==> src/ddrpi_pkg.sv <==
// Constants for the x16 double-data-rate memory pin interface.
// Assumes command pins are active low and sampled on the link clock's rising crossing.
package ddrpi_pkg;
	localparam int ADDR_W = 13;
	localparam int BANK_W = 2;
	localparam int DQ_W   = 16;
	localparam int NBANKS = 4;

	// Command code is {chip select, row strobe, column strobe, write strobe}, all active low
	localparam logic [3:0] CMD_MODE_SET  = 4'h0;
	localparam logic [3:0] CMD_REFRESH   = 4'h1;
	localparam logic [3:0] CMD_PRECHARGE = 4'h2;
	localparam logic [3:0] CMD_ACTIVATE  = 4'h3;
	localparam logic [3:0] CMD_WRITE     = 4'h4;
	localparam logic [3:0] CMD_READ      = 4'h5;

	localparam logic [1:0] SEL_BASE_MODE = 2'h0;
	localparam logic [1:0] SEL_EXT_ONE   = 2'h1;

	localparam int PRECHARGE_ALL_BIT = 10;
	localparam int AUTO_PRE_BIT      = 10;
	localparam int COL_W             = 9;
	localparam int EXT_SINGLE_BIT    = 10;
	localparam int EXT_TERM_LO_BIT   = 2;
	localparam int EXT_TERM_HI_BIT   = 6;
	localparam int MODE_BURST_LSB    = 0;
	localparam int MODE_BURST_W      = 3;

	localparam logic [2:0]        BURST_CODE_8  = 3'h3;
	localparam logic [3:0]        BURST_BEATS_4 = 4'h4;
	localparam logic [3:0]        BURST_BEATS_8 = 4'h8;
	localparam logic [ADDR_W-1:0] MODE_RESET    = 13'h0000;
	localparam logic [ADDR_W-1:0] EXT_RESET     = 13'h0000;

	typedef enum logic [1:0] {
		ST_IDLE  = 2'b00,
		ST_WRITE = 2'b01,
		ST_READ  = 2'b10
	} ddrpi_state_t;
endpackage

==> src/ddrpi_fifo.sv <==
// Flip-flop FIFO holding stored write beats.
// Assumes one clock; both sides use valid/ready.
`timescale 1ns/1ps
module ddrpi_fifo #(
	parameter int WIDTH = 18,
	parameter int DEPTH = 8
)(
	input  wire logic             clk,
	input  wire logic             rst,
	input  wire logic             in_valid,
	output logic                  in_ready,
	input  wire logic [WIDTH-1:0] in_data,
	output logic                  out_valid,
	input  wire logic             out_ready,
	output logic      [WIDTH-1:0] out_data
);
	localparam int AW = $clog2(DEPTH);

	logic [WIDTH-1:0] mem_reg [DEPTH];
	logic [AW:0]      wr_ptr_reg;
	logic [AW:0]      rd_ptr_reg;
	wire              full_w  = (wr_ptr_reg[AW] != rd_ptr_reg[AW]) && (wr_ptr_reg[AW-1:0] == rd_ptr_reg[AW-1:0]);
	wire              empty_w = (wr_ptr_reg == rd_ptr_reg);
	wire              push_w  = in_valid && !full_w;
	wire              pop_w   = out_valid && out_ready;

	assign in_ready  = !full_w;
	assign out_valid = !empty_w;
	assign out_data  = mem_reg[rd_ptr_reg[AW-1:0]];

	always_ff @(posedge clk)
	begin
		if (rst)
		begin
			wr_ptr_reg <= '0;
			rd_ptr_reg <= '0;
		end
		else
		begin
			if (push_w)
				wr_ptr_reg <= wr_ptr_reg + 1'b1;
			if (pop_w)
				rd_ptr_reg <= rd_ptr_reg + 1'b1;
		end
	end

	always_ff @(posedge clk)
	begin
		if (push_w)
			mem_reg[wr_ptr_reg[AW-1:0]] <= in_data;
	end
endmodule

==> src/ddrpi_pin_interface.sv <==
// Device-side pin logic: command decode, mode registers, bank state, termination, data strobes.
// Assumes all pins come from the link clock domain and are sampled here through two flip-flops.
`timescale 1ns/1ps
module ddrpi_pin_interface
	import ddrpi_pkg::*;
#(
	parameter int FIFO_DEPTH = 8
)(
	input  wire logic              clk,
	input  wire logic              rst,
	input  wire logic              ck_pin,
	input  wire logic              cke_pin,
	input  wire logic              cs_n_pin,
	input  wire logic              ras_n_pin,
	input  wire logic              cas_n_pin,
	input  wire logic              we_n_pin,
	input  wire logic [BANK_W-1:0] bank_select,
	input  wire logic [ADDR_W-1:0] addr_pin,
	input  wire logic              termination_control,
	input  wire logic              lower_byte_write_mask,
	input  wire logic              upper_byte_write_mask,
	input  wire logic [DQ_W-1:0]   dq_in,
	output logic      [DQ_W-1:0]   dq_out,
	output logic                   dq_oe,
	input  wire logic              lower_data_strobe_in,
	output logic                   lower_data_strobe_out,
	output logic                   lower_data_strobe_oe,
	input  wire logic              lower_data_strobe_n_in,
	output logic                   lower_data_strobe_n_out,
	output logic                   lower_data_strobe_n_oe,
	input  wire logic              upper_data_strobe_in,
	output logic                   upper_data_strobe_out,
	output logic                   upper_data_strobe_oe,
	input  wire logic              upper_data_strobe_n_in,
	output logic                   upper_data_strobe_n_out,
	output logic                   upper_data_strobe_n_oe,
	output logic                   termination_on,
	output logic      [NBANKS-1:0] bank_open,
	output logic      [ADDR_W-1:0] mode_value,
	output logic      [ADDR_W-1:0] ext_one_value,
	output logic      [COL_W-1:0]  burst_column,
	output logic                   store_ready,
	output logic                   wr_valid,
	input  wire logic              wr_ready,
	output logic      [DQ_W-1:0]   wr_data,
	output logic      [1:0]        wr_byte_en,
	input  wire logic [DQ_W-1:0]   rd_data,
	output logic                   rd_next
);
	localparam int SW = 9 + BANK_W + ADDR_W + 3 + DQ_W + 4;

	// Two-stage synchroniser for every pin; only stage two is read
	logic [SW-1:0] pin_s1_reg;
	logic [SW-1:0] pin_s2_reg;
	wire  [SW-1:0] pin_vec = {ck_pin, cke_pin, cs_n_pin, ras_n_pin, cas_n_pin, we_n_pin,
		bank_select, addr_pin, termination_control, lower_byte_write_mask, upper_byte_write_mask,
		dq_in, lower_data_strobe_in, lower_data_strobe_n_in, upper_data_strobe_in,
		upper_data_strobe_n_in, 3'h0};

	always_ff @(posedge clk)
	begin
		pin_s1_reg <= pin_vec;
		pin_s2_reg <= pin_s1_reg;
	end

	wire              ck_s, cke_s, cs_s, odt_s, lmask_s, umask_s, ls_s, lsn_s, us_s, usn_s;
	wire [3:0]        cmd_s;
	wire [BANK_W-1:0] ba_s;
	wire [ADDR_W-1:0] addr_s;
	wire [DQ_W-1:0]   dq_s;
	wire [2:0]        pad_s;
	assign {ck_s, cke_s, cmd_s, ba_s, addr_s, odt_s, lmask_s, umask_s, dq_s,
		ls_s, lsn_s, us_s, usn_s, pad_s} = pin_s2_reg;
	assign cs_s = cmd_s[3];

	ddrpi_state_t      state_reg;
	logic              ck_prev_reg;
	logic              ls_prev_reg;
	logic              us_prev_reg;
	logic [ADDR_W-1:0] mode_reg;
	logic [ADDR_W-1:0] ext_reg;
	logic              term_reg;
	logic [NBANKS-1:0] open_reg;
	logic [3:0]        beat_reg;
	logic [COL_W-1:0]  col_reg;
	logic              lo_seen_reg, hi_seen_reg, lo_mask_reg, hi_mask_reg;
	logic [7:0]        lo_hold_reg, hi_hold_reg;
	logic              strobe_reg, strobe_oe_reg, strobe_n_oe_reg, dq_oe_reg, rd_next_reg, store_ready_reg;
	logic [DQ_W-1:0]   dq_out_reg;
	wire               fifo_in_ready;

	// Rising crossing of the true clock takes a command; either crossing moves read data
	wire ck_rise   = ck_s && !ck_prev_reg;
	wire ck_edge   = ck_s != ck_prev_reg;
	wire cmd_take  = ck_rise && cke_s && !cs_s;
	wire is_mode   = cmd_take && (cmd_s == CMD_MODE_SET);
	wire is_pre    = cmd_take && (cmd_s == CMD_PRECHARGE);
	wire is_act    = cmd_take && (cmd_s == CMD_ACTIVATE);
	wire is_wr     = cmd_take && (cmd_s == CMD_WRITE) && (state_reg == ST_IDLE);
	wire is_rd     = cmd_take && (cmd_s == CMD_READ) && (state_reg == ST_IDLE);
	wire pre_all   = addr_s[PRECHARGE_ALL_BIT];
	wire auto_pre  = addr_s[AUTO_PRE_BIT];
	wire term_en   = ext_reg[EXT_TERM_LO_BIT] || ext_reg[EXT_TERM_HI_BIT];
	wire single_se = ext_reg[EXT_SINGLE_BIT];
	wire [3:0] burst_len = (mode_reg[MODE_BURST_LSB +: MODE_BURST_W] == BURST_CODE_8) ? BURST_BEATS_8 : BURST_BEATS_4;

	// Differential strobe is read as a crossing of the pair
	wire ls_lvl  = single_se ? ls_s : (ls_s && !lsn_s);
	wire us_lvl  = single_se ? us_s : (us_s && !usn_s);
	wire in_wr   = state_reg == ST_WRITE;
	wire lo_edge = in_wr && (ls_lvl != ls_prev_reg);
	wire hi_edge = in_wr && (us_lvl != us_prev_reg);
	wire lo_seen = lo_seen_reg || lo_edge;
	wire hi_seen = hi_seen_reg || hi_edge;
	wire [7:0] lo_byte = lo_edge ? dq_s[7:0] : lo_hold_reg;
	wire [7:0] hi_byte = hi_edge ? dq_s[15:8] : hi_hold_reg;
	wire lo_m    = lo_edge ? lmask_s : lo_mask_reg;
	wire hi_m    = hi_edge ? umask_s : hi_mask_reg;
	wire beat_take = lo_seen && hi_seen;
	wire [1:0] byte_en = {!hi_m, !lo_m};
	wire push_w  = beat_take && (byte_en != 2'h0);
	wire wr_last = beat_take && (beat_reg == burst_len - 4'h1);

	wire in_rd   = state_reg == ST_READ;
	wire rd_beat = in_rd && ck_edge && (beat_reg < burst_len);
	wire rd_end  = in_rd && ck_edge && (beat_reg == burst_len);

	// Disabling termination in the mode register overrides the control at once
	wire term_next = ck_rise ? (odt_s && term_en) : (term_reg && term_en);

	logic [NBANKS-1:0] open_next;
	genvar b;
	generate
		for (b = 0; b < NBANKS; b++)
		begin : g_bank
			wire sel = ba_s == BANK_W'(b);
			assign open_next[b] = (is_act && sel) ? 1'b1 :
				(is_pre && (pre_all || sel)) ? 1'b0 :
				((is_wr || is_rd) && sel && auto_pre) ? 1'b0 : open_reg[b];
		end
	endgenerate

	always_ff @(posedge clk)
	begin
		if (rst)
		begin
			ck_prev_reg <= 1'b0;
			ls_prev_reg <= 1'b0;
			us_prev_reg <= 1'b0;
			mode_reg    <= MODE_RESET;
			ext_reg     <= EXT_RESET;
			term_reg    <= 1'b0;
			open_reg    <= '0;
			store_ready_reg <= 1'b0;
		end
		else
		begin
			ck_prev_reg <= ck_s;
			ls_prev_reg <= ls_lvl;
			us_prev_reg <= us_lvl;
			term_reg    <= term_next;
			open_reg    <= open_next;
			store_ready_reg <= fifo_in_ready;
			if (is_mode && ba_s == SEL_BASE_MODE)
				mode_reg <= addr_s;
			if (is_mode && ba_s == SEL_EXT_ONE)
				ext_reg <= addr_s;
		end
	end

	// Burst sequencing for both directions
	always_ff @(posedge clk)
	begin
		if (rst)
		begin
			state_reg   <= ST_IDLE;
			beat_reg    <= 4'h0;
			col_reg     <= '0;
			lo_seen_reg <= 1'b0;
			hi_seen_reg <= 1'b0;
			lo_mask_reg <= 1'b0;
			hi_mask_reg <= 1'b0;
			lo_hold_reg <= 8'h00;
			hi_hold_reg <= 8'h00;
		end
		else
		begin
			lo_hold_reg <= lo_byte;
			hi_hold_reg <= hi_byte;
			lo_mask_reg <= lo_m;
			hi_mask_reg <= hi_m;
			lo_seen_reg <= lo_seen && !beat_take;
			hi_seen_reg <= hi_seen && !beat_take;
			case (state_reg)
				ST_IDLE:
				begin
					beat_reg <= 4'h0;
					if (is_wr || is_rd)
						col_reg <= addr_s[COL_W-1:0];
					if (is_wr)
						state_reg <= ST_WRITE;
					else if (is_rd)
						state_reg <= ST_READ;
				end
				ST_WRITE:
				begin
					if (wr_last)
						state_reg <= ST_IDLE;
					if (beat_take)
						beat_reg <= beat_reg + 4'h1;
				end
				ST_READ:
				begin
					if (rd_end)
						state_reg <= ST_IDLE;
					if (rd_beat)
						beat_reg <= beat_reg + 4'h1;
				end
				default:
					state_reg <= ST_IDLE;
			endcase
		end
	end

	// Read drive: strobe idles low as preamble, then toggles with every data beat
	always_ff @(posedge clk)
	begin
		if (rst)
		begin
			strobe_reg      <= 1'b0;
			strobe_oe_reg   <= 1'b0;
			strobe_n_oe_reg <= 1'b0;
			dq_oe_reg       <= 1'b0;
			dq_out_reg      <= 16'h0000;
			rd_next_reg     <= 1'b0;
		end
		else
		begin
			rd_next_reg <= rd_beat;
			if (is_rd)
			begin
				strobe_reg      <= 1'b0;
				strobe_oe_reg   <= 1'b1;
				strobe_n_oe_reg <= !single_se;
			end
			else if (rd_beat)
			begin
				strobe_reg <= !strobe_reg;
				dq_out_reg <= rd_data;
				dq_oe_reg  <= 1'b1;
			end
			else if (rd_end || !in_rd)
			begin
				strobe_oe_reg   <= 1'b0;
				strobe_n_oe_reg <= 1'b0;
				dq_oe_reg       <= 1'b0;
			end
		end
	end

	ddrpi_fifo #(
		.WIDTH (DQ_W + 2),
		.DEPTH (FIFO_DEPTH)
	) u_fifo (
		.clk       (clk),
		.rst       (rst),
		.in_valid  (push_w),
		.in_ready  (fifo_in_ready),
		.in_data   ({byte_en, hi_byte, lo_byte}),
		.out_valid (wr_valid),
		.out_ready (wr_ready),
		.out_data  ({wr_byte_en, wr_data})
	);

	// One termination flag serves every data, strobe and mask line of the x16 part
	assign termination_on          = term_reg;
	assign bank_open               = open_reg;
	assign mode_value              = mode_reg;
	assign ext_one_value           = ext_reg;
	assign burst_column            = col_reg;
	assign store_ready             = store_ready_reg;
	assign dq_out                  = dq_out_reg;
	assign dq_oe                   = dq_oe_reg;
	assign lower_data_strobe_out   = strobe_reg;
	assign upper_data_strobe_out   = strobe_reg;
	assign lower_data_strobe_n_out = !strobe_reg;
	assign upper_data_strobe_n_out = !strobe_reg;
	assign lower_data_strobe_oe    = strobe_oe_reg;
	assign upper_data_strobe_oe    = strobe_oe_reg;
	assign lower_data_strobe_n_oe  = strobe_n_oe_reg;
	assign upper_data_strobe_n_oe  = strobe_n_oe_reg;
	assign rd_next                 = rd_next_reg;

	odt_follow_a: assert property (@(posedge clk) disable iff (rst)
		ck_rise && odt_s && term_en |=> termination_on)
		else $error("termination did not follow control");
	rtt_off_a: assert property (@(posedge clk) disable iff (rst)
		!term_en |=> !termination_on)
		else $error("termination on while disabled");
	cs_mask_a: assert property (@(posedge clk) disable iff (rst)
		ck_rise && cs_s |=> $stable(bank_open) && $stable(mode_value) && $stable(ext_one_value))
		else $error("deselected command changed state");
	mask_drop_a: assert property (@(posedge clk) disable iff (rst)
		beat_take && lo_m && hi_m |-> !push_w)
		else $error("masked beat stored");
	act_open_a: assert property (@(posedge clk) disable iff (rst)
		is_act |=> bank_open[$past(ba_s)])
		else $error("activate did not open bank");
	mode_ext_a: assert property (@(posedge clk) disable iff (rst)
		is_mode && ba_s == SEL_EXT_ONE |=> ext_one_value == $past(addr_s) && $stable(mode_value))
		else $error("extended mode write misrouted");
	pre_all_a: assert property (@(posedge clk) disable iff (rst)
		is_pre && pre_all |=> bank_open == '0)
		else $error("precharge all left a bank open");
	pre_one_a: assert property (@(posedge clk) disable iff (rst)
		is_pre && !pre_all |=> !bank_open[$past(ba_s)])
		else $error("single precharge missed bank");
	rd_strobe_a: assert property (@(posedge clk) disable iff (rst)
		rd_beat |=> $changed(lower_data_strobe_out) && dq_oe && lower_data_strobe_oe)
		else $error("read strobe not toggled with data");
	diff_strobe_a: assert property (@(posedge clk) disable iff (rst)
		is_rd |=> lower_data_strobe_n_oe == !$past(single_se))
		else $error("complement strobe mode wrong");
	bus_owner_a: assert property (@(posedge clk) disable iff (rst)
		dq_oe |-> $past(state_reg == ST_READ))
		else $error("data driven outside read");
endmodule

==> config.mk <==
export PLATFORM = sky130hd
export DESIGN_NAME = ddrpi_pin_interface
export DESIGN_NICKNAME = d
export VERILOG_FILES = /design/src/ddrpi_pkg.sv /design/src/ddrpi_fifo.sv /design/src/ddrpi_pin_interface.sv
export SDC_FILE = /design/constraint.sdc
export NUM_CORES = 1
export LEC_CHECK = 0
export ABC_AREA = 1
export BUFFER_PORTS_ARGS = -buffer_cell sky130_fd_sc_hd__buf_2
export CAP_MARGIN = 20
export CORE_MARGIN = 2
export CORE_UTILIZATION = 50
export CTS_BUF_LIST = sky130_fd_sc_hd__clkbuf_4
export CTS_CLUSTER_SIZE = 30
export DETAILED_ROUTE_END_ITERATION = 8
export GPL_ROUTABILITY_DRIVEN = 0
export PLACE_DENSITY_LB_ADDON = 0.05
export REMOVE_ABC_BUFFERS = 1
export SLEW_MARGIN = 15
export SYNTH_ARGS = -nofsm -noshare
export SYNTH_HDL_FRONTEND = slang
export SYNTH_SLANG_ARGS = --single-unit
==> constraint.sdc <==
create_clock -name clk -period 4.7 [get_ports clk]
set_input_delay 0.705 -clock clk [delete_from_list [all_inputs] [get_ports clk]]
set_output_delay 0.705 -clock clk [all_outputs]
set_load 0.1 [all_outputs]
==> results of run 1 <==
## power by group through the flow
stage	Combinational [mW]	Clock [mW]	Sequential, mW
finish	1.22	2.42	3.26
global route	1.33	2.66	3.27
CTS	1.23	2.50	3.26
detailed placement	1.22	0	3.32
global placement	1.22	0	3.32
floorplan	0.713	0	3.56
## routing by layer
metal	vias up	GRT usage
li1	4049	-
met1	3637	0.253
met2	207	0.330
met3	23	0.0559
met4	0	0.0808
met5	-	0
## layout by cell type (no fill, tap or decap), types with 4 or more instances in the layout
cell / netlist / layout
nor2_1: 275 / 275
xnor2_1: 4 / 4
edfxtp_1: 144 / 144
clkbuf_4: 0 / 126
dfxtp_1: 190 / 189
nand2_2: 8 / 8
nand2_1: 61 / 61
o22ai_1: 18 / 18
o21ai_0: 141 / 141
buf_2: 6 / 148
nand3_1: 24 / 24
inv_2: 7 / 9
a31oi_1: 19 / 19
or2_2: 9 / 9
ha_1: 11 / 11
inv_1: 55 / 55
a21oi_1: 19 / 19
o21ai_1: 5 / 5
buf_4: 8 / 16
clkinv_1: 3 / 7
## cell type report
| cell class | count | area (µm²) |
|---|---|---|
| Inverter | 66 | 249 |
| Clock inverter | 9 | 113 |
| Sequential cell | 334 | 8130 |
| Tap cell | 313 | 392 |
| Timing Repair Buffer | 165 | 881 |
| Multi-Input combinational cell | 626 | 3030 |
| Fill cell | 1958 | 9040 |
| Antenna cell | 2 | 5.00 |
| Clock buffer | 126 | 946 |
## metrics by stage
step	worst slack, ps	util
after floorplan	516	-
after global placement	1740	0.556
after detailed placement	1700	0.556
after CTS	941	0.602
after global routing	793	0.603
final	1070	0.603
## path summary, 6_finish.rpt
kind                          endpoint  slack, ps  depth (start not counted)
setup / recovery            wr_data[1]       1070                          6
hold / removal          pin_s1_reg[32]        140                          1
setup reg to reg  u_fifo.mem_reg[6][6]       1880                          9
hold reg to reg         pin_s2_reg[39]        310                          0
## cells by family after synthesis
group,after synthesis
flip-flops,334
AO/OA/AOI/OAI,208
buffers and inverters,116
XOR/XNOR,7
AND/OR/NAND/NOR,399
adder cells (fa/ha/maj),11
multiplexers,1
==> results by group, run 1 <==
Setup path
  – CP peak stage delay: 600 ps
  – Crit. End Element: primary output
  – Worst Path Buf+Inv: 3
  – Worst r2r src: state_reg[1]
  – Critical Path Fanout Max: 24
  – Startpoint Class: register
  – CP delay by family, top: buffers and inverters
  – Critical Path AT: 2920 ps
  – CP Cell Sequence: clkinv_1 -> buf_4 -> nor2_1 -> o21ai_0 -> a31oi_1 -> buf_2
  – Worst Path Required: 3990 ps
  – Critical-path cell with the highest stage delay: clkinv_1
  – Crit path kind: reg -> out

STA
  – Max_slew headroom: 0.446
  – Final Hold Viols: 0
  – Minimum clock period: 3630 ps
  – Fmax: 276 MHz
  – Tightest hold margin: 136 ps
  – Period utilization: 0.772
  – RSZ-0062 raised after global routing: false
  – Setup Viol. Count Final: 0
  – Max-slew violations: 0
  – Worst Skew: 23.7 ps
  – Setup TNS: 0 ps
  – Slew @ Worst Pin: 826 ps

Drt
  – Met1 Wirelength: 10700 µm
  – Vias: 7916
  – Routed wire length: 23900 µm
  – Vias/cell: 4.82
  – Drt initial violations: 371
  – Top Layer Used: met4
  – Metal2 WL: 11400 µm
  – WL/cell: 14.6 µm
  – # DRC: 0
  – ANT nets after route: 0
  – DR WL met3: 1470 µm
  – Drt pass-1 iters: 4

Yosys
  – Adder-Cell Fraction of Synth Area: 0.0118
  – Post-synthesis mux area share: 0.000860
  – Synth Area in Simple Gates: 0.147
  – XOR/XNOR Fraction of Synth Area: 0.00527
  – Synth Area in Compound Gates: 0.0953
  – Yosys reg bits: 334
  – Cells after synthesis: 1076
  – Synth cell count leaders: nor2_1 (275), dfxtp_1 (190), edfxtp_1 (144)
  – Main synth FF type: dfxtp_1
  – Main combinational cell family by area after synthesis: simple AND/OR/NAND/NOR gates
  – Post-synth ARST share: 0
  – YS warnings: 0
  – Syn Std Cell Area: 0.0116 mm²
  – Cell taking the most area after synthesis: edfxtp_1
  – EDFF count, synth: 144
  – Sequential share of the synthesized area: 0.698
  – Post-synth top area share: 0.371
  – Synth area leaders: edfxtp_1 (37%), dfxtp_1 (33%), nor2_1 (8.9%)
  – Library cells used by synthesis: 43
  – Mapped Avg Cell Area: 10.8 µm²
  – Cell with the most instances after synthesis: nor2_1

GRT
  – Gr ovfl total: 0
  – Vias in the first global route: 7819
  – Global-route wire length before repair: 38500 µm
  – Largest net degree at the start of global routing: 73
  – Total GRT Usage: 0.201
  – Initial antenna violation count: 1

Placement
  – DPL Wire Length: 14500 µm
  – Placed cells: 1503
  – Dpl cell area: 0.0127 mm²
  – Port-buffer cells: 148

Flow run
  – Max-cap violation count: 0

Clocking
  – CTS HTree Levels: 3
  – Clock transition at the registers of the reported paths: 60 ps
  – CTS tree: built
  – Cts hold-fix bufs: 0
  – CTS resizes: 0
  – CTS Sinks: 334
  – CTS max path bufs: 3
  – Inserted Clock Buffers: 82
  – Clk root buf: clkbuf_4
  – Post-CTS setup buffers: 0
  – Worst-Skew Late Latency: 670 ps

Die
  – Die H: 157 µm
  – Die X: 157 µm
  – Initial Util: 0.511
  – Site Rows: 55
  – Ports: 149
  – Core box area: 0.0228 mm²
  – Die ar.: 0.0245 mm²

Power and ir drop
  – Sw power: 2.07 mW
  – Sequential power share: 0.472
  – Pint: 4.82 mW
  – Clock power share: 0.351
  – Total chip power: 6.89 mW
  – Gate power share: 0.177
  – Switching share of total power: 0.301
  – P_leak: 5.85 nW
  – Maximum vdd drop: 0.371 mV
  – P per Cell Area: 502 mW/mm²

Worst hold path
  – Hold/Removal Path Class: in -> reg
  – Hold path startpoint: addr_pin[6]

Final layout
  – Synthesis-to-finish area growth: 18.1%
  – Fin area: 0.0137 mm²
  – Final Non-Filler Cells: 1641
  – Final #Nets: 1349
  – Share of cells above drive strength 1: 0.256
  – Largest register FFs: 144

Run status
  – Run status: completed
No activity file was read; power rests on OpenSTA's default activity.
==> run 2: changes to the inputs <==
--- a/config.mk
+++ b/config.mk
@@ -5,7 +5,7 @@
 export SDC_FILE = /design/constraint.sdc
 export NUM_CORES = 1
 export LEC_CHECK = 0
-export ABC_AREA = 1
+export ABC_AREA = 0
 export BUFFER_PORTS_ARGS = -buffer_cell sky130_fd_sc_hd__buf_2
 export CAP_MARGIN = 20
 export CORE_MARGIN = 2
==> constraint.sdc (replaced) <==
create_clock -name clk -period 3.22 [get_ports clk]
set_input_delay 0.483 -clock clk [delete_from_list [all_inputs] [get_ports clk]]
set_output_delay 0.483 -clock clk [all_outputs]
set_load 0.1 [all_outputs]
==> results by group, run 2 <==
Setup path
  – R2R depth: 8 (-1)
  – Crit. End Element: primary output
  – Startpoint Class: register
  – Critical Path AT: 2530 ps (-390 ps)
  – Critical Path Fanout Max: 12 (-50%)
  – Worst Path Required: 2740 ps (-1250 ps)
  – Reg-to-Reg End: u_fifo.mem_reg[4][15]
  – Crit path kind: reg -> out
  – Worst r2r src: state_reg[1]
  – Internal reg-to-reg setup slack: 340 ps (-1540 ps)

Clocking
  – CTS HTree Levels: 3 (unchanged)
  – Inserted Clock Buffers: 85 (+3.7%)
  – Worst-Skew Late Latency: 680 ps (about the same)
  – Clock transition at the registers of the reported paths: 60 ps (about the same)
  – CTS tree: built
  – CTS Sinks: 334 (unchanged)
  – Post-CTS setup buffers: 0 (unchanged)
  – Clk root buf: clkbuf_4
  – CTS max path bufs: 3 (unchanged)

Yosys
  – EDFF count, synth: 144 (unchanged)
  – Main synth FF type: dfxtp_1
  – Synth cell count leaders: dfxtp_1 (190), edfxtp_1 (144), nand2_1 (67)
  – Synth area leaders: edfxtp_1 (38%), dfxtp_1 (33%), mux4_2 (7.1%)
  – Mapped Avg Cell Area: 15.1 µm² (+40%)
  – Post-synth top area share: 0.378 (+0.00634)
  – Sequential share of the synthesized area: 0.710 (+0.0119)
  – Syn Std Cell Area: 0.0114 mm² (-1.7%)
  – YS warnings: 0 (unchanged)
  – Post-synth ARST share: 0 (unchanged)
  – Cell with the most instances after synthesis: dfxtp_1
  – Library cells used by synthesis: 55 (+28%)
  – Cell taking the most area after synthesis: edfxtp_1
  – Cells after synthesis: 756 (-30%)
  – Yosys reg bits: 334 (unchanged)

STA
  – Setup TNS: 0 ps (unchanged)
  – Period utilization: 0.936
  – Max_slew headroom: 0.422 (-0.0238)
  – RSZ-0062 raised after global routing: false
  – Max-slew violations: 0 (unchanged)
  – Worst Skew: 36.2 ps (+12.5 ps)
  – Minimum clock period: 3010 ps
  – Fmax: 332 MHz
  – Slew @ Worst Pin: 866 ps (+39.9 ps)
  – Setup Viol. Count Final: 0 (unchanged)
  – Final Hold Viols: 0 (unchanged)

Final layout
  – Synthesis-to-finish area growth: 24.4%
  – Largest register FFs: 144 (unchanged)
  – Final #Nets: 1093 (-19%)
  – Most frequent cells in the layout: dfxtp_1 (189), buf_2 (148), edfxtp_1 (144)
  – Share of cells above drive strength 1: 0.367 (+0.112)
  – Fillers: 1702 (-13%)
  – Leading cell type in the layout, fill and taps excluded: dfxtp_1

Power and ir drop
  – P_leak: 5.53 nW (-5.4%)
  – Pint: 6.78 mW (+41%)
  – Gate power share: 0.020 (-0.157)
  – Maximum vdd drop: 0.317 mV (-15%)
  – Sw power: 1.72 mW (-17%)
  – Switching share of total power: 0.203 (-0.0979)
  – P per Cell Area: 597 mW/mm² (+19%)
  – Total chip power: 8.50 mW (+23%)
  – Sequential power share: 0.527 (+0.055)
  – Clock power share: 0.453 (+0.102)

Run status
  – Run status: completed

GRT
  – Gr ovfl total: 0 (unchanged)
  – Total GRT Usage: 0.195 (-0.00649)
  – Initial antenna violation count: 1 (unchanged)
  – Vias in the first global route: 7437 (-4.9%)
  – Global-route wire length before repair: 36500 µm (-5.3%)
  – Largest net degree at the start of global routing: 53 (-27%)

Worst hold path
  – Worst hold stages: 3 (+2)
  – Worst hold endpoint: dq_out[3]
  – Hold path startpoint: rd_data[3]
  – Hold/Removal Path Class: in -> reg

Drt
  – WL/cell: 16.7 µm (+14%)
  – ANT nets after route: 0 (unchanged)
  – Drt initial violations: 263 (-29%)
  – Vias: 6920 (-13%)
  – Drt pass-1 iters: 4 (unchanged)
  – Routed wire length: 22900 µm (-4.1%)
  – Vias/cell: 5.03 (+4.3%)
  – # DRC: 0 (unchanged)

Die
  – Core box area: 0.0226 mm² (-0.91%)
  – Die X: 155 µm (-0.82%)
  – Die ar.: 0.0241 mm² (-1.6%)
  – Initial Util: 0.507 (-0.00397)
  – Die H: 155 µm (-0.82%)
  – Site Rows: 55 (unchanged)
  – Ports: 149 (unchanged)

Flow run
  – Max-cap violation count: 0 (unchanged)

Placement
  – DPL Wire Length: 14000 µm (-3.0%)
  – Port-buffer cells: 148 (unchanged)
-- run 2: cell types whose count changed after synthesis, sizes merged, moves of 14 or more --
cell,change
a21oi,+14
o21ai,-140
nand3,-21
inv,-51
o22ai,-18
mux2,+37
and2,+19
nor2,-230
mux4,+36
mux2i,+32
a31oi,-18
-- run 2: worst max path at each step --
stage,start,endpoint,slack [ps],depth (start not counted)
6_report,register,wr_data[1],210,4
4_1_cts,register,wr_data[1],110,4
3_3_place_gp,state_reg[1],u_fifo.mem_reg[0][14],550,8
3_5_place_dp,state_reg[1],u_fifo.mem_reg[4][14],380,8
2_1_floorplan,ext_one_value[10],u_fifo.mem_reg[1][0],-1420,6
5_1_grt,state_reg[1],u_fifo.mem_reg[5][3],50,9
-- run 2: cell type report --
cell class	instances	area (µm²)	area share
clock inverter	20	184	0.0129
multi-input combinational	374	3130	0.220
sequential	334	8130	0.571
tap	285	357	0.0251
antenna	1	2.50	0.000176
clock buffer	137	1030	0.0723
timing repair buffer	213	1360	0.0955
inverter	11	41.3	0.00290
-- run 2: critical path, stage by stage (launching register included) --
cell	delay, ps
dfxtp_4	500
buf_4	260
mux4_2	530
mux2_2	280
buf_2	290
-- run 2: cell families (layout without fill, tap and decap cells) --
kind of cell | Yosys count | after routing | share of synthesized area
xor gates and xnor gates | 8 | 8 | 0.00612
DFF | 334 | 334 | 0.710
buffers and inverters | 48 | 381 | 0.0197
other | 0 | 1 | 0
and+or+nand+nor | 192 | 192 | 0.0830
muxes | 106 | 106 | 0.139
AOI/OAI and AO/OA | 57 | 57 | 0.0301
adders and majority gates | 11 | 11 | 0.0120
-- run 2: what timing repair did --
| item | CTS | global route |
|---|---|---|
| resized for setup | 1 | 0 |
| hold buffers | 47 | 0 |
| endpoints found under the hold margin | 47 | 0 |
| endpoints found under the setup margin | 6 | 0 |
-- run 2: layer usage --
| metal | vias to the layer above | part of all wire | GRT usage |
|---|---|---|---|
| met4 | 0 | 0.016 | 0.0826 |
| met2 | 179 | 0.51 | 0.344 |
| met1 | 3385 | 0.42 | 0.220 |
| li1 | 3329 | - | - |
| met3 | 27 | 0.055 | 0.0585 |
| met5 | - | 0 | 0 |
-- run 2: power groups by stage --
stage	Clock (mW)	Sequential, mW	Combinational (mW)
floorplan	0	4.59	0.0334
global placement	0	4.57	0.126
detailed placement	0	4.57	0.129
CTS	3.99	4.47	0.173
global route	4.21	4.48	0.187
finish	3.85	4.47	0.172
-- run 2: per-stage QoR --
step | worst slack (ps) | instances | hold slack (ps) | instance area (µm²) | utilization
global route | 50.0 | 1375 | 20.9 | 14200 | 0.631
global placement | 545 | 1170 | 310 | 12500 | 0.556
finish | 207 | 1375 | 66.3 | 14200 | 0.631
floorplan | -1420 | 719 | 310 | 11300 | -
detailed placement | 376 | 1170 | 312 | 12500 | 0.556
CTS | 105 | 1374 | 3.30 | 14200 | 0.630
==> run 3: changes to the inputs <==
--- a/config.mk
+++ b/config.mk
@@ -14,6 +14,7 @@
 export CTS_CLUSTER_SIZE = 30
 export DETAILED_ROUTE_END_ITERATION = 8
 export GPL_ROUTABILITY_DRIVEN = 0
+export MAX_ROUTING_LAYER = met4
 export PLACE_DENSITY_LB_ADDON = 0.05
 export REMOVE_ABC_BUFFERS = 1
 export SLEW_MARGIN = 15
==> results by group, run 3 (synthesis results as in run 2) <==
STA
  – Setup Viol. Count Final: 0 (unchanged)
  – Post-route setup slack: 202 ps (-5.00 ps)
  – Fmax: 331 MHz (-0.17%)
  – Period utilization: 0.937 (+0.00155)
  – Minimum clock period: 3020 ps (+5.00 ps)
  – Max-slew violations: 0 (unchanged)
  – Tightest hold margin: 66.1 ps (-0.180 ps)
  – Max_slew headroom: 0.423 (+0.000477)
  – Slew @ Worst Pin: 865 ps (-0.715 ps)
  – Final Hold Viols: 0 (unchanged)
  – RSZ-0062 raised after global routing: false
  – Worst Skew: 35.7 ps (-0.485 ps)

Placement
  – Dpl cell area: 0.0125 mm² (unchanged)
  – DP Worst Slack: 376 ps (unchanged)
  – Port-buffer cells: 148 (unchanged)
  – DPL Wire Length: 14000 µm (unchanged)
  – Placed cells: 1170 (unchanged)

Clocking
  – Clock transition at the registers of the reported paths: 60 ps (about the same)
  – CTS max path bufs: 3 (unchanged)
  – CTS HTree Levels: 3 (unchanged)
  – Worst-Skew Late Latency: 680 ps (about the same)
  – Clk root buf: clkbuf_4
  – CTS tree: built
  – Inserted Clock Buffers: 85 (unchanged)
  – CTS Sinks: 334 (unchanged)

Flow run
  – Max-cap violation count: 0 (unchanged)

Setup path
  – Critical Path AT: 2540 ps (about the same)
  – Startpoint Class: register
  – Critical Path Fanout Max: 12 (unchanged)
  – Crit path kind: reg -> out
  – Worst Path Required: 2740 ps (about the same)
  – Crit. End Element: primary output

Power and ir drop
  – P per Cell Area: 597 mW/mm² (about the same)
  – Pint: 6.78 mW (about the same)
  – Sequential power share: 0.527 (about the same)
  – Maximum vdd drop: 0.317 mV (about the same)
  – Switching share of total power: 0.202 (-0.000284)
  – P_leak: 5.53 nW (unchanged)
  – Total chip power: 8.50 mW (about the same)
  – Clock power share: 0.453 (about the same)
  – Gate power share: 0.020 (about the same)
  – Sw power: 1.72 mW (-0.17%)

Final layout
  – Final Non-Filler Cells: 1375 (unchanged)
  – Fin area: 0.0142 mm² (unchanged)
  – FF/Latch Area: 0.00813 mm² (unchanged)
  – Fillers: 1702 (unchanged)
  – Area of the multi-input gates: 0.00313 mm² (unchanged)
  – Share of cells above drive strength 1: 0.367 (unchanged)
  – Synthesis-to-finish area growth: 24.4% (unchanged)
  – Largest register FFs: 144 (unchanged)
  – Leading cell type in the layout, fill and taps excluded: dfxtp_1
  – Most frequent cells in the layout: dfxtp_1 (189), buf_2 (148), edfxtp_1 (144)
  – Final #Nets: 1093 (unchanged)

Die
  – Die ar.: 0.0241 mm² (unchanged)
  – Ports: 149 (unchanged)
  – Core box area: 0.0226 mm² (unchanged)
  – Site Rows: 55 (unchanged)
  – Initial Util: 0.507 (unchanged)
  – Die H: 155 µm (unchanged)
  – Die X: 155 µm (unchanged)

Drt
  – WL/cell: 16.7 µm (about the same)
  – Drt initial violations: 278 (+5.7%)
  – ANT nets after route: 0 (unchanged)
  – Vias/cell: 5.04 (+0.10%)
  – Routed wire length: 22900 µm (about the same)
  – # DRC: 0 (unchanged)
  – Vias: 6927 (+0.10%)
  – Drt pass-1 iters: 4 (unchanged)

Run status
  – Run status: completed

GRT
  – Total GRT Usage: 0.201 (+0.00609)
  – Met2 Use GR: 0.345 (+0.000635)
  – GR peak layer: met2
  – GR Util met1: 0.223 (+0.00376)
  – Met3 usage: 0.0529 (-0.00557)
  – Vias in the first global route: 7452 (+0.20%)
  – Gr ovfl total: 0 (unchanged)
  – Largest net degree at the start of global routing: 53 (unchanged)
  – Initial antenna violation count: 1 (unchanged)
  – Global-route wire length before repair: 36500 µm (about the same)

Worst hold path
  – Hold/Removal Path Class: in -> reg
[run 3: cell counts in the layout (fill, tap and decap cells not counted)]
Identical to the previous run, type by type.
[run 3: layout make-up]
cell class | instances | area share
diodes | 1 | 0.000176
flip-flops and latches | 334 | 0.571
well taps | 285 | 0.0251
multi-input cells | 374 | 0.220
inverters | 11 | 0.00290
clock buffers | 137 | 0.0723
repair buffers | 213 | 0.0955
clock inverters | 20 | 0.0129
[run 3: power by group through the flow]
stage | registers (mW) | clock network [mW] | logic, mW
after floorplan | 4.59 | 0 | 0.0334
after CTS | 4.47 | 3.99 | 0.173
after global placement | 4.57 | 0 | 0.126
final | 4.47 | 3.85 | 0.172
after global routing | 4.48 | 4.21 | 0.187
after detailed placement | 4.57 | 0 | 0.129
[run 3: final timing paths]
check	slack [ps]	end	startpoint	cells after the start
max	200	wr_data[3]	register	4
min	70	dq_out[3]	rd_data[3]	3
max reg2reg	340	u_fifo.mem_reg[5][10]	state_reg[1]	8
min reg2reg	320	pin_s2_reg[22]	pin_s1_reg[22]	0
[run 3: what timing repair did]
action                                  in CTS  in global routing
hold buffers                                47                  0
resized for setup                            1                  0
buffers inserted                             0                  0
endpoints found under the setup margin       6                  0
hold endpoints to repair                    47                  0
[run 3: through the flow]
stage | TNS [ps] | util
3_3_place_gp | 0 | 0.556
3_5_place_dp | 0 | 0.556
6_report | 0 | 0.631
4_1_cts | 0 | 0.630
5_1_grt | 0 | 0.631
2_1_floorplan | -127800 | -
[run 3: routing by layer]
layer	share of wire	wire length, µm
met4	0.016	365
met1	0.42	9520
met5	0	0
met2	0.51	11800
met3	0.055	1260
[run 3: worst max-delay path, cell delays in order, from the launching register on]
cell,delay (ps)
dfxtp_4,500
buf_4,260
mux4_2,510
mux2_2,300
buf_2,300
